==> src/inc/odt_defs.vh <==
// Constants for the on-delay and off-delay timer blocks.
`ifndef ODT_DEFS_VH
`define ODT_DEFS_VH

// ---------------------------------------------------------------------------
// Timing
// ---------------------------------------------------------------------------
`define ODT_CLK_PERIOD_NS   10
`define ODT_TICK_PERIOD_NS  10000000
`define ODT_TICKS_PER_S     100
`define ODT_S_PER_MIN       60
`define ODT_MS_PER_TICK     17'h0000A

// ---------------------------------------------------------------------------
// Timebase codes and delay limits
// ---------------------------------------------------------------------------
`define ODT_TB_FINE         2'h0
`define ODT_TB_SEC          2'h1
`define ODT_TB_MIN          2'h2
`define ODT_MAX_CONST_FINE  17'h0270F
`define ODT_MAX_CONST_COARSE 17'h0176F
`define ODT_MAX_BLK_MS      32'h00018696
`define ODT_MAX_BLK_COARSE  32'h0000176F

// ---------------------------------------------------------------------------
// Register offsets (byte addresses)
// ---------------------------------------------------------------------------
`define ODT_OFS_ON_CFG      8'h00
`define ODT_OFS_ON_DELAY    8'h04
`define ODT_OFS_OFF_CFG     8'h08
`define ODT_OFS_OFF_DELAY   8'h0C
`define ODT_OFS_STATUS      8'h10
`define ODT_OFS_ON_ELAPSED  8'h14
`define ODT_OFS_OFF_ELAPSED 8'h18

// ---------------------------------------------------------------------------
// Configuration register fields and reset values
// ---------------------------------------------------------------------------
`define ODT_CFG_TB_LSB      0
`define ODT_CFG_TB_MSB      1
`define ODT_CFG_SRC_BIT     2
`define ODT_CFG_RETAIN_BIT  3
`define ODT_CFG_BLK_LSB     8
`define ODT_CFG_BLK_MSB     15
`define ODT_CFG_MASK        32'h0000FF0F
`define ODT_DELAY_MASK      32'h0000FFFF
`define ODT_CFG_RESET       32'h00000000
`define ODT_DELAY_RESET     32'h00000000

`endif

==> src/hw/odt_tick.v <==
// Timebase prescaler producing 10 ms, 1 s and 1 min tick pulses.
`timescale 1ns/1ps
`include "odt_defs.vh"

module odt_tick #(
  parameter integer TICK_CYCLES = `ODT_TICK_PERIOD_NS / `ODT_CLK_PERIOD_NS
) (
  // Clock and reset
  input  wire clk_i,
  input  wire rst_i,
  // Tick pulses
  output reg  tick_fine_o,
  output reg  tick_sec_o,
  output reg  tick_min_o
);

  reg [31:0] pre_reg;
  reg [7:0]  fine_reg;
  reg [7:0]  sec_reg;

  always @(posedge clk_i)
  begin
    if (rst_i)
    begin
      pre_reg     <= 32'h00000000;
      fine_reg    <= 8'h00;
      sec_reg     <= 8'h00;
      tick_fine_o <= 1'b0;
      tick_sec_o  <= 1'b0;
      tick_min_o  <= 1'b0;
    end
    else
    begin
      tick_fine_o <= 1'b0;
      tick_sec_o  <= 1'b0;
      tick_min_o  <= 1'b0;
      if (pre_reg >= TICK_CYCLES - 1)
      begin
        pre_reg     <= 32'h00000000;
        tick_fine_o <= 1'b1;
        if (fine_reg == `ODT_TICKS_PER_S - 1)
        begin
          fine_reg   <= 8'h00;
          tick_sec_o <= 1'b1;
          if (sec_reg == `ODT_S_PER_MIN - 1)
          begin
            sec_reg    <= 8'h00;
            tick_min_o <= 1'b1;
          end
          else
            sec_reg <= sec_reg + 8'h01;
        end
        else
          fine_reg <= fine_reg + 8'h01;
      end
      else
        pre_reg <= pre_reg + 32'h00000001;
    end
  end

endmodule

==> src/hw/odt_dly_sel.v <==
// Delay source selection: constant or another block's live value, clamped.
`timescale 1ns/1ps
`include "odt_defs.vh"

module odt_dly_sel #(
  parameter integer NBLK = 8
) (
  // Configuration
  input  wire [1:0]         tb_i,
  input  wire               src_blk_i,
  input  wire [15:0]        const_i,
  input  wire [7:0]         blk_num_i,
  // Live block values, signed 32 bits each
  input  wire [NBLK*32-1:0] blk_values_i,
  // Delay in timebase units
  output reg  [16:0]        delay_o
);

  reg signed [31:0] analog_input_value;
  reg        [31:0] blk_clamped;
  reg        [16:0] const_clamped;
  integer           i;

  always @*
  begin
    analog_input_value = 32'sh00000000;
    for (i = 0; i < NBLK; i = i + 1)
      if (blk_num_i == i[7:0])
        analog_input_value = blk_values_i[i*32 +: 32];
    // Out-of-range values snap to the nearest limit.
    if (analog_input_value < 0)
      blk_clamped = 32'h00000000;
    else if (tb_i == `ODT_TB_FINE && analog_input_value > $signed(`ODT_MAX_BLK_MS))
      blk_clamped = `ODT_MAX_BLK_MS;
    else if (tb_i != `ODT_TB_FINE && analog_input_value > $signed(`ODT_MAX_BLK_COARSE))
      blk_clamped = `ODT_MAX_BLK_COARSE;
    else
      blk_clamped = analog_input_value;
    if (tb_i == `ODT_TB_FINE && {1'b0, const_i} > `ODT_MAX_CONST_FINE)
      const_clamped = `ODT_MAX_CONST_FINE;
    else if (tb_i != `ODT_TB_FINE && {1'b0, const_i} > `ODT_MAX_CONST_COARSE)
      const_clamped = `ODT_MAX_CONST_COARSE;
    else
      const_clamped = {1'b0, const_i};
    if (!src_blk_i)
      delay_o = const_clamped;
    else if (tb_i == `ODT_TB_FINE)
      delay_o = blk_clamped[16:0] / `ODT_MS_PER_TICK;
    else
      delay_o = blk_clamped[16:0];
  end

endmodule

==> src/hw/odt_top.v <==
// On-delay and off-delay timer blocks with a Wishbone register file.
//
// Overview of operation
// [RULE1] On-delay restarts its elapsed time from zero on a trigger rising edge.
// [RULE2] On-delay output rises once elapsed time reaches delay with trigger held high.
// [RULE3] Trigger falling before expiry clears on-delay elapsed time, output stays low.
// [RULE4] On-delay output is low whenever its trigger is low, without delay.
// [RULE5] Power loss clears output and elapsed time unless retain is set.
// [RULE6] Constant delays: seconds to 99:99 by 10 ms, minutes and hours to 99:59.
// [RULE7] Block values read as ms up to 99990, seconds or minutes up to 5999.
// [RULE8] Out-of-range block values are clamped to the nearest valid limit.
// [RULE9] Delay source is a constant or a numbered block value, with a timebase.
// [RULE10] Off-delay output rises at once when its trigger goes high.
// [RULE11] Off-delay restarts elapsed time on trigger falling edge, output stays high.
// [RULE12] Off-delay output falls when elapsed time equals the delay.
// [RULE13] A new trigger during an off-delay restarts timing, pushing expiry back.
// [RULE14] Off-delay clear input resets elapsed time and forces the output low.
// [RULE15] Elapsed counters advance on a 10 ms tick with second and minute prescales.
`timescale 1ns/1ps
`include "odt_defs.vh"

module odt_top #(
  parameter integer NBLK        = 8,
  parameter integer TICK_CYCLES = `ODT_TICK_PERIOD_NS / `ODT_CLK_PERIOD_NS
) (
  // Clock and reset
  input  wire               clk_i,
  input  wire               rst_i,
  // Wishbone slave
  input  wire               wb_cyc_i,
  input  wire               wb_stb_i,
  input  wire               wb_we_i,
  input  wire [7:0]         wb_adr_i,
  input  wire [3:0]         wb_sel_i,
  input  wire [31:0]        wb_dat_i,
  output reg  [31:0]        wb_dat_o,
  output reg                wb_ack_o,
  // Neighbouring logic
  input  wire               on_trig_i,
  input  wire               off_trig_i,
  input  wire               off_clr_i,
  input  wire               pwr_loss_i,
  input  wire [NBLK*32-1:0] blk_values_i,
  // Delayed outputs
  output reg                on_q_o,
  output reg                off_q_o
);

  // -------------------------------------------------------------------------
  // States
  // -------------------------------------------------------------------------
  localparam [2:0] ON_IDLE  = 3'h1;
  localparam [2:0] ON_RUN   = 3'h2;
  localparam [2:0] ON_HIGH  = 3'h4;
  localparam [2:0] OFF_IDLE = 3'h1;
  localparam [2:0] OFF_HELD = 3'h2;
  localparam [2:0] OFF_RUN  = 3'h4;

  // -------------------------------------------------------------------------
  // Functions
  // -------------------------------------------------------------------------
  function [31:0] wb_merge;
    input [31:0] old_val;
    input [31:0] new_val;
    input [3:0]  sel;
    input [31:0] mask;
    integer      b;
    begin
      wb_merge = old_val;
      for (b = 0; b < 4; b = b + 1)
        if (sel[b])
          wb_merge[b*8 +: 8] = new_val[b*8 +: 8];
      wb_merge = wb_merge & mask;
    end
  endfunction

  function tb_tick;
    input [1:0] tb;
    input       t_fine;
    input       t_sec;
    input       t_min;
    begin
      case (tb)
        `ODT_TB_FINE: tb_tick = t_fine;
        `ODT_TB_SEC:  tb_tick = t_sec;
        default:      tb_tick = t_min;
      endcase
    end
  endfunction

  // -------------------------------------------------------------------------
  // Declarations
  // -------------------------------------------------------------------------
  reg  [31:0] on_cfg_reg;
  reg  [31:0] on_dly_reg;
  reg  [31:0] off_cfg_reg;
  reg  [31:0] off_dly_reg;
  reg  [2:0]  on_state_reg;
  reg  [2:0]  on_state_next;
  reg  [16:0] on_elapsed_time_reg;
  reg  [16:0] on_elapsed_time_next;
  reg         on_q_next;
  reg  [2:0]  off_state_reg;
  reg  [2:0]  off_state_next;
  reg  [16:0] off_elapsed_time_reg;
  reg  [16:0] off_elapsed_time_next;
  reg         off_q_next;
  reg         on_trig_prev_reg;
  reg  [31:0] rd_data;
  wire        tick_fine;
  wire        tick_sec;
  wire        tick_min;
  wire [16:0] on_delay;
  wire [16:0] off_delay;
  wire [1:0]  on_tb;
  wire [1:0]  off_tb;
  wire        on_retain;
  wire        off_retain;
  wire        on_tick;
  wire        off_tick;
  wire        wb_req;

  assign on_tb      = (on_cfg_reg[`ODT_CFG_TB_MSB:`ODT_CFG_TB_LSB] == 2'h3) ? `ODT_TB_MIN
                    : on_cfg_reg[`ODT_CFG_TB_MSB:`ODT_CFG_TB_LSB];
  assign off_tb     = (off_cfg_reg[`ODT_CFG_TB_MSB:`ODT_CFG_TB_LSB] == 2'h3) ? `ODT_TB_MIN
                    : off_cfg_reg[`ODT_CFG_TB_MSB:`ODT_CFG_TB_LSB];
  assign on_retain  = on_cfg_reg[`ODT_CFG_RETAIN_BIT];
  assign off_retain = off_cfg_reg[`ODT_CFG_RETAIN_BIT];
  assign on_tick    = tb_tick(on_tb, tick_fine, tick_sec, tick_min);   // [RULE15]
  assign off_tick   = tb_tick(off_tb, tick_fine, tick_sec, tick_min);  // [RULE15]
  assign wb_req     = wb_cyc_i & wb_stb_i & ~wb_ack_o;

  // -------------------------------------------------------------------------
  // Timebase and delay sources
  // -------------------------------------------------------------------------
  odt_tick #(
    .TICK_CYCLES (TICK_CYCLES)
  ) u_tick (
    .clk_i       (clk_i),
    .rst_i       (rst_i),
    .tick_fine_o (tick_fine),
    .tick_sec_o  (tick_sec),
    .tick_min_o  (tick_min)
  );

  // Constant or block value, per timebase, clamped. [RULE6] [RULE7] [RULE8] [RULE9]
  odt_dly_sel #(
    .NBLK         (NBLK)
  ) u_on_sel (
    .tb_i         (on_tb),
    .src_blk_i    (on_cfg_reg[`ODT_CFG_SRC_BIT]),
    .const_i      (on_dly_reg[15:0]),
    .blk_num_i    (on_cfg_reg[`ODT_CFG_BLK_MSB:`ODT_CFG_BLK_LSB]),
    .blk_values_i (blk_values_i),
    .delay_o      (on_delay)
  );

  odt_dly_sel #(
    .NBLK         (NBLK)
  ) u_off_sel (
    .tb_i         (off_tb),
    .src_blk_i    (off_cfg_reg[`ODT_CFG_SRC_BIT]),
    .const_i      (off_dly_reg[15:0]),
    .blk_num_i    (off_cfg_reg[`ODT_CFG_BLK_MSB:`ODT_CFG_BLK_LSB]),
    .blk_values_i (blk_values_i),
    .delay_o      (off_delay)
  );

  // -------------------------------------------------------------------------
  // On-delay timer
  // -------------------------------------------------------------------------
  always @*
  begin
    on_state_next        = on_state_reg;
    on_elapsed_time_next = on_elapsed_time_reg;
    on_q_next            = on_q_o;
    if (pwr_loss_i)
    begin
      // A retained timer freezes for the whole power loss.
      if (!on_retain)
      begin
        on_state_next        = ON_IDLE;                                  // [RULE5]
        on_elapsed_time_next = 17'h00000;                                // [RULE5]
        on_q_next            = 1'b0;                                     // [RULE5]
      end
    end
    else
    begin
      case (on_state_reg)
        ON_IDLE:
        begin
          on_q_next = 1'b0;
          if (on_trig_i && !on_trig_prev_reg)
          begin
            on_elapsed_time_next = 17'h00000;                            // [RULE1]
            on_state_next        = ON_RUN;
          end
        end
        ON_RUN:
        begin
          if (!on_trig_i)
          begin
            on_elapsed_time_next = 17'h00000;                            // [RULE3]
            on_state_next        = ON_IDLE;
          end
          else if (on_elapsed_time_reg >= on_delay)
          begin
            on_q_next     = 1'b1;                                        // [RULE2]
            on_state_next = ON_HIGH;
          end
          else if (on_tick)
            on_elapsed_time_next = on_elapsed_time_reg + 17'h00001;      // [RULE15]
        end
        ON_HIGH:
        begin
          if (!on_trig_i)
          begin
            on_q_next     = 1'b0;                                        // [RULE4]
            on_state_next = ON_IDLE;
          end
        end
        default:
        begin
          on_state_next        = ON_IDLE;
          on_elapsed_time_next = 17'h00000;
          on_q_next            = 1'b0;
        end
      endcase
    end
  end

  // -------------------------------------------------------------------------
  // Off-delay timer
  // -------------------------------------------------------------------------
  always @*
  begin
    off_state_next        = off_state_reg;
    off_elapsed_time_next = off_elapsed_time_reg;
    off_q_next            = off_q_o;
    if (pwr_loss_i)
    begin
      if (!off_retain)
      begin
        off_state_next        = OFF_IDLE;                                // [RULE5]
        off_elapsed_time_next = 17'h00000;                               // [RULE5]
        off_q_next            = 1'b0;                                    // [RULE5]
      end
    end
    else if (off_clr_i)
    begin
      off_state_next        = OFF_IDLE;                                  // [RULE14]
      off_elapsed_time_next = 17'h00000;                                 // [RULE14]
      off_q_next            = 1'b0;                                      // [RULE14]
    end
    else
    begin
      case (off_state_reg)
        OFF_IDLE:
        begin
          if (off_trig_i)
          begin
            off_q_next     = 1'b1;                                       // [RULE10]
            off_state_next = OFF_HELD;
          end
        end
        OFF_HELD:
        begin
          off_q_next = 1'b1;
          if (!off_trig_i)
          begin
            off_elapsed_time_next = 17'h00000;                           // [RULE11]
            off_state_next        = OFF_RUN;
          end
        end
        OFF_RUN:
        begin
          if (off_trig_i)
          begin
            off_elapsed_time_next = 17'h00000;                           // [RULE13]
            off_state_next        = OFF_HELD;
          end
          else if (off_elapsed_time_reg >= off_delay)
          begin
            off_q_next     = 1'b0;                                       // [RULE12]
            off_state_next = OFF_IDLE;
          end
          else if (off_tick)
            off_elapsed_time_next = off_elapsed_time_reg + 17'h00001;    // [RULE15]
        end
        default:
        begin
          off_state_next        = OFF_IDLE;
          off_elapsed_time_next = 17'h00000;
          off_q_next            = 1'b0;
        end
      endcase
    end
  end

  always @(posedge clk_i)
  begin
    if (rst_i)
    begin
      on_state_reg         <= ON_IDLE;
      on_elapsed_time_reg  <= 17'h00000;
      on_q_o               <= 1'b0;
      on_trig_prev_reg     <= 1'b0;
      off_state_reg        <= OFF_IDLE;
      off_elapsed_time_reg <= 17'h00000;
      off_q_o              <= 1'b0;
    end
    else
    begin
      on_state_reg         <= on_state_next;
      on_elapsed_time_reg  <= on_elapsed_time_next;
      on_q_o               <= on_q_next;
      on_trig_prev_reg     <= on_trig_i;
      off_state_reg        <= off_state_next;
      off_elapsed_time_reg <= off_elapsed_time_next;
      off_q_o              <= off_q_next;
    end
  end

  // -------------------------------------------------------------------------
  // Register file
  // -------------------------------------------------------------------------
  always @*
  begin
    case (wb_adr_i)
      `ODT_OFS_ON_CFG:      rd_data = on_cfg_reg;
      `ODT_OFS_ON_DELAY:    rd_data = on_dly_reg;
      `ODT_OFS_OFF_CFG:     rd_data = off_cfg_reg;
      `ODT_OFS_OFF_DELAY:   rd_data = off_dly_reg;
      `ODT_OFS_STATUS:      rd_data = {24'h000000, off_state_reg, on_state_reg, off_q_o, on_q_o};
      `ODT_OFS_ON_ELAPSED:  rd_data = {15'h0000, on_elapsed_time_reg};
      `ODT_OFS_OFF_ELAPSED: rd_data = {15'h0000, off_elapsed_time_reg};
      default:              rd_data = 32'h00000000;
    endcase
  end

  always @(posedge clk_i)
  begin
    if (rst_i)
    begin
      on_cfg_reg  <= `ODT_CFG_RESET;
      on_dly_reg  <= `ODT_DELAY_RESET;
      off_cfg_reg <= `ODT_CFG_RESET;
      off_dly_reg <= `ODT_DELAY_RESET;
      wb_ack_o    <= 1'b0;
      wb_dat_o    <= 32'h00000000;
    end
    else
    begin
      wb_ack_o <= wb_req;
      if (wb_req && !wb_we_i)
        wb_dat_o <= rd_data;
      if (wb_req && wb_we_i)
      begin
        case (wb_adr_i)
          `ODT_OFS_ON_CFG:    on_cfg_reg  <= wb_merge(on_cfg_reg, wb_dat_i, wb_sel_i, `ODT_CFG_MASK);
          `ODT_OFS_ON_DELAY:  on_dly_reg  <= wb_merge(on_dly_reg, wb_dat_i, wb_sel_i, `ODT_DELAY_MASK);
          `ODT_OFS_OFF_CFG:   off_cfg_reg <= wb_merge(off_cfg_reg, wb_dat_i, wb_sel_i, `ODT_CFG_MASK);
          `ODT_OFS_OFF_DELAY: off_dly_reg <= wb_merge(off_dly_reg, wb_dat_i, wb_sel_i, `ODT_DELAY_MASK);
          default:
          begin
          end
        endcase
      end
    end
  end

endmodule

==> config.mk <==
export PLATFORM = sky130hd
export DESIGN_NAME = odt_top
export DESIGN_NICKNAME = d
export VERILOG_FILES = /design/src/hw/odt_tick.v /design/src/hw/odt_dly_sel.v /design/src/hw/odt_top.v
export VERILOG_INCLUDE_DIRS = /design/src /design/src/inc
export SDC_FILE = /design/constraint.sdc
export NUM_CORES = 1
export LEC_CHECK = 0
export ABC_AREA = 1
export BUFFER_PORTS_ARGS = -buffer_cell sky130_fd_sc_hd__buf_2
export CAP_MARGIN = 10
export CORE_ASPECT_RATIO = 1.5
export CORE_MARGIN = 5
export CORE_UTILIZATION = 54
export CTS_BUF_LIST = sky130_fd_sc_hd__clkbuf_8
export DETAILED_ROUTE_END_ITERATION = 6
export PLACE_DENSITY = 0.81
export REMOVE_ABC_BUFFERS = 1
export SYNTH_ARGS = -nofsm -noshare
export SYNTH_HDL_FRONTEND = slang
export SYNTH_SLANG_ARGS = --single-unit
==> constraint.sdc <==
create_clock -name clk_i -period 33.5 [get_ports clk_i]
set_clock_uncertainty 0.05 [all_clocks]
set_input_delay 6.7 -clock clk_i [delete_from_list [all_inputs] [get_ports clk_i]]
set_output_delay 6.7 -clock clk_i [all_outputs]
set_load 0.01 [all_outputs]
==> impl_metrics.env <==
export IMPL_wirelength_um=68100
export IMPL_critical_path_max_fanout=13
export IMPL_fin_nets=3604
export IMPL_dieArea_um2=35400
export IMPL_fin_crit_ns=17.57
export IMPL_synthArstFlopShare_pct=0
export IMPL_grt_ovfl_total=0
export IMPL_io_pin_count=344
export IMPL_clk_pin_slew_worst_paths_ns=0.09
export IMPL_cts_hold_buf=0
export IMPL_min_from="u_tick.pre_reg[0]"
export IMPL_drc_errors=0
export IMPL_ant_nets=0
export IMPL_postCtsSetupBuffers=0
export IMPL_vias=21413
export IMPL_gp_congestion=1.02
export IMPL_r2r_start="off_cfg_reg[13]"
export IMPL_register_area_um2=3360
export IMPL_holdPathStages=1
export IMPL_cts_resized=0
export IMPL_antenna_found_initial=4
export IMPL_reg2regPathDepth=97
export IMPL_syn_area_um2=17100
export IMPL_multiInputGateArea_um2=11900
export IMPL_nFillCells=3184
export IMPL_drt_first_pass_iters=6
export IMPL_postSynthCellCount=2968
export IMPL_cts_buffers=17
export IMPL_initial_core_util_pct=54.3
export IMPL_fmax_mhz=56.9
export IMPL_dieHeight_um=228
export IMPL_leakagePower_nw=9.36
export IMPL_drive_gt1_share_pct=17.9
export IMPL_worst_pin_slew_ns=0.983
export IMPL_rows=80
export IMPL_yosys_area_share_simple_pct=46.3
export IMPL_crit_arrival_ns=17.90
export IMPL_powerDensity_nw_per_um2=61.5
export IMPL_synth_cell_types=73
export IMPL_postSynthAreaPerCell_um2=5.77
export IMPL_power_total_mw=1.19
export IMPL_seq_area_frac_synth_pct=19.6
export IMPL_start_kind="input port"
export IMPL_crit_slowest_cell="a2111oi_0"
export IMPL_dpl_hpwl_um=55900
export IMPL_crit_type="in2reg"
export IMPL_slowest_delay_ns=0.45
export IMPL_synth_top_area_share_pct=19.6
export IMPL_worst_path_most_repeated_cell="nand2_1"
export IMPL_port_buffer_count=310
export IMPL_synth_area_leader_cell="dfxtp_1"
export IMPL_synth_edff_count=0
export IMPL_grt_pass1_wl_um=105000
export IMPL_vdd_ir_drop_worst_mv=0.108
export IMPL_reg2reg_setup_slack_ns=21.08
export IMPL_cp_required_ns=33.83
export IMPL_core_area_um2=31500
export IMPL_r2r_end="off_elapsed_time_reg[13]"
export IMPL_final_hold_violation_count=0
export IMPL_via_per_inst=5.82
export IMPL_cts_buffer_depth=2
export IMPL_finalCritPeriodShare_pct=52.5
export IMPL_cts_tree="yes"
export IMPL_maxSlewViolCount=0
export IMPL_rsz0062_at_grt="false"
export IMPL_layout_common_cells="nand2_1, inv_1, buf_2"
export IMPL_cts_max_level=4
export IMPL_finalSetupTns_ns=0
export IMPL_area_growth_pct=13.0
export IMPL_drt_iter0_drc=2040
export IMPL_ys_warn_count=0
export IMPL_synthMuxAreaShare_pct=0
export IMPL_ys_ff_latch=168
export IMPL_synth_top_family_by_area="simple AND/OR/NAND/NOR gates"
export IMPL_layout_commonest_cell="nand2_1"
export IMPL_setup_viol=0
export IMPL_holdPathEnd="u_tick.pre_reg[0]"
export IMPL_netlist_top_cells_area="dfxtp_1, nand2_1, nand3_1"
export IMPL_crit_path_end_kind="flip-flop"
export IMPL_status="complete, no violations"
export IMPL_grt_pass1_vias=20376
export IMPL_synth_xor_area_share_pct=0.665
export IMPL_root_buffer="clkbuf_8"
export IMPL_maxSlewHeadroom_pct=34.5
export IMPL_grt_use_total_pct=36.3
export IMPL_synthAdderAreaFrac_pct=3.14
export IMPL_synthFlopType="dfxtp_1"
export IMPL_grt_max_degree=49
export IMPL_routedWlPerCell_um=18.5
export IMPL_clock_sinks=168
export IMPL_synth_compound_area_share_pct=18.5
export IMPL_insertion_delay_ns=0.48
export IMPL_fp_dieW_um=155
export IMPL_maxCapViolations=0
export IMPL_worstHoldPathType="reg2reg"
export IMPL_largest_reg_flops=32
[power breakdown]
part | internal [mW] | total [mW] | switching (mW)
Sequential | 0.202 | 0.203 | 0.00124
Clock | 0.0883 | 0.168 | 0.0794
Combinational | 0.265 | 0.820 | 0.555
Total | 0.555 | 1.19 | 0.635
[per-stage QoR]
| stage | instance area, µm² | utilization (%) | std cells | hold WS, ns | setup WS, ns |
|---|---|---|---|---|---|
| 2_1_floorplan | 16800 | - | 2916 | 0.368 | 17.95 |
| 3_3_place_gp | 18900 | 59.9 | 3643 | 0.379 | 15.94 |
| 3_5_place_dp | 18900 | 59.9 | 3643 | 0.394 | 15.66 |
| 4_1_cts | 19300 | 61.3 | 3675 | 0.410 | 16.12 |
| 5_1_grt | 19300 | 61.3 | 3675 | 0.434 | 14.56 |
| 6_report | 19300 | 61.4 | 3678 | 0.407 | 15.93 |
[worst max-delay path by stage]
stage                      start                       end  slack, ns  cells past startpoint
2_1_floorplan  blk_values_i[123]  off_elapsed_time_reg[15]      17.95                     96
3_3_place_gp   blk_values_i[123]  off_elapsed_time_reg[15]      15.94                     95
3_5_place_dp   blk_values_i[123]  off_elapsed_time_reg[13]      15.66                     95
4_1_cts        blk_values_i[123]  off_elapsed_time_reg[13]      16.12                     95
5_1_grt        blk_values_i[123]  off_elapsed_time_reg[13]      14.56                     95
6_report       blk_values_i[123]  off_elapsed_time_reg[13]      15.93                     99
[worst max-delay path, delay by kind of cell]
kind | cells | cell delay, ns
AND/OR/NAND/NOR | 79 | 8.52
AO/OA/AOI/OAI | 8 | 1.41
buffers and inverters | 10 | 0.91
adder cells (fa/ha/maj) | 2 | 0.32
[metal layers]
layer  up-vias  track usage [%]  part of all wire (%)  wire, µm
met2      1020             64.7                    49     33300
met1      9784             39.6                    36     24600
met5         -                0                 0.043        29
li1      10356                -                     -         -
met4         4             22.6                   7.1      4850
met3       249             5.67                   7.7      5280
[cells in the mapped netlist, drive strengths merged, types with 2 or more instances]
cell	n
ha	43
o22ai	25
o211ai	15
inv	392
o21ai	165
a211oi	20
xor2	7
o21bai	13
nand4	62
a21oi	236
o311ai	2
nor2	330
a31oi	11
nand3	308
nor3b	14
or3	4
nor4	24
nand3b	7
o41ai	2
a221oi	8
dfxtp	168
nor3	64
clkinv	11
o2111ai	4
buf	52
clkbuf	31
a22oi	5
a21o	3
or2	23
o21a	2
conb	2
xnor2	6
o31ai	4
nand2	881
o221ai	14
[cell families (layout without fill, tap and decap cells)]
group | count (synthesis) | count (layout)
fa+ha+maj | 43 | 43
buf+inv | 486 | 752
simple gates | 1720 | 1720
other cells | 2 | 36
xor+xnor | 13 | 13
flops | 168 | 168
compound gates | 536 | 536
[area by class of cell]
class,instances,share of cell area (%)
diodes,3,0.0388
inverters,403,7.86
repair buffers,317,8.29
clock buffers,20,1.42
multi-input cells,2345,61.4
well taps,410,2.65
flip-flops and latches,168,17.4
clock inverters,12,0.951
(Power assumes the default switching activity.)
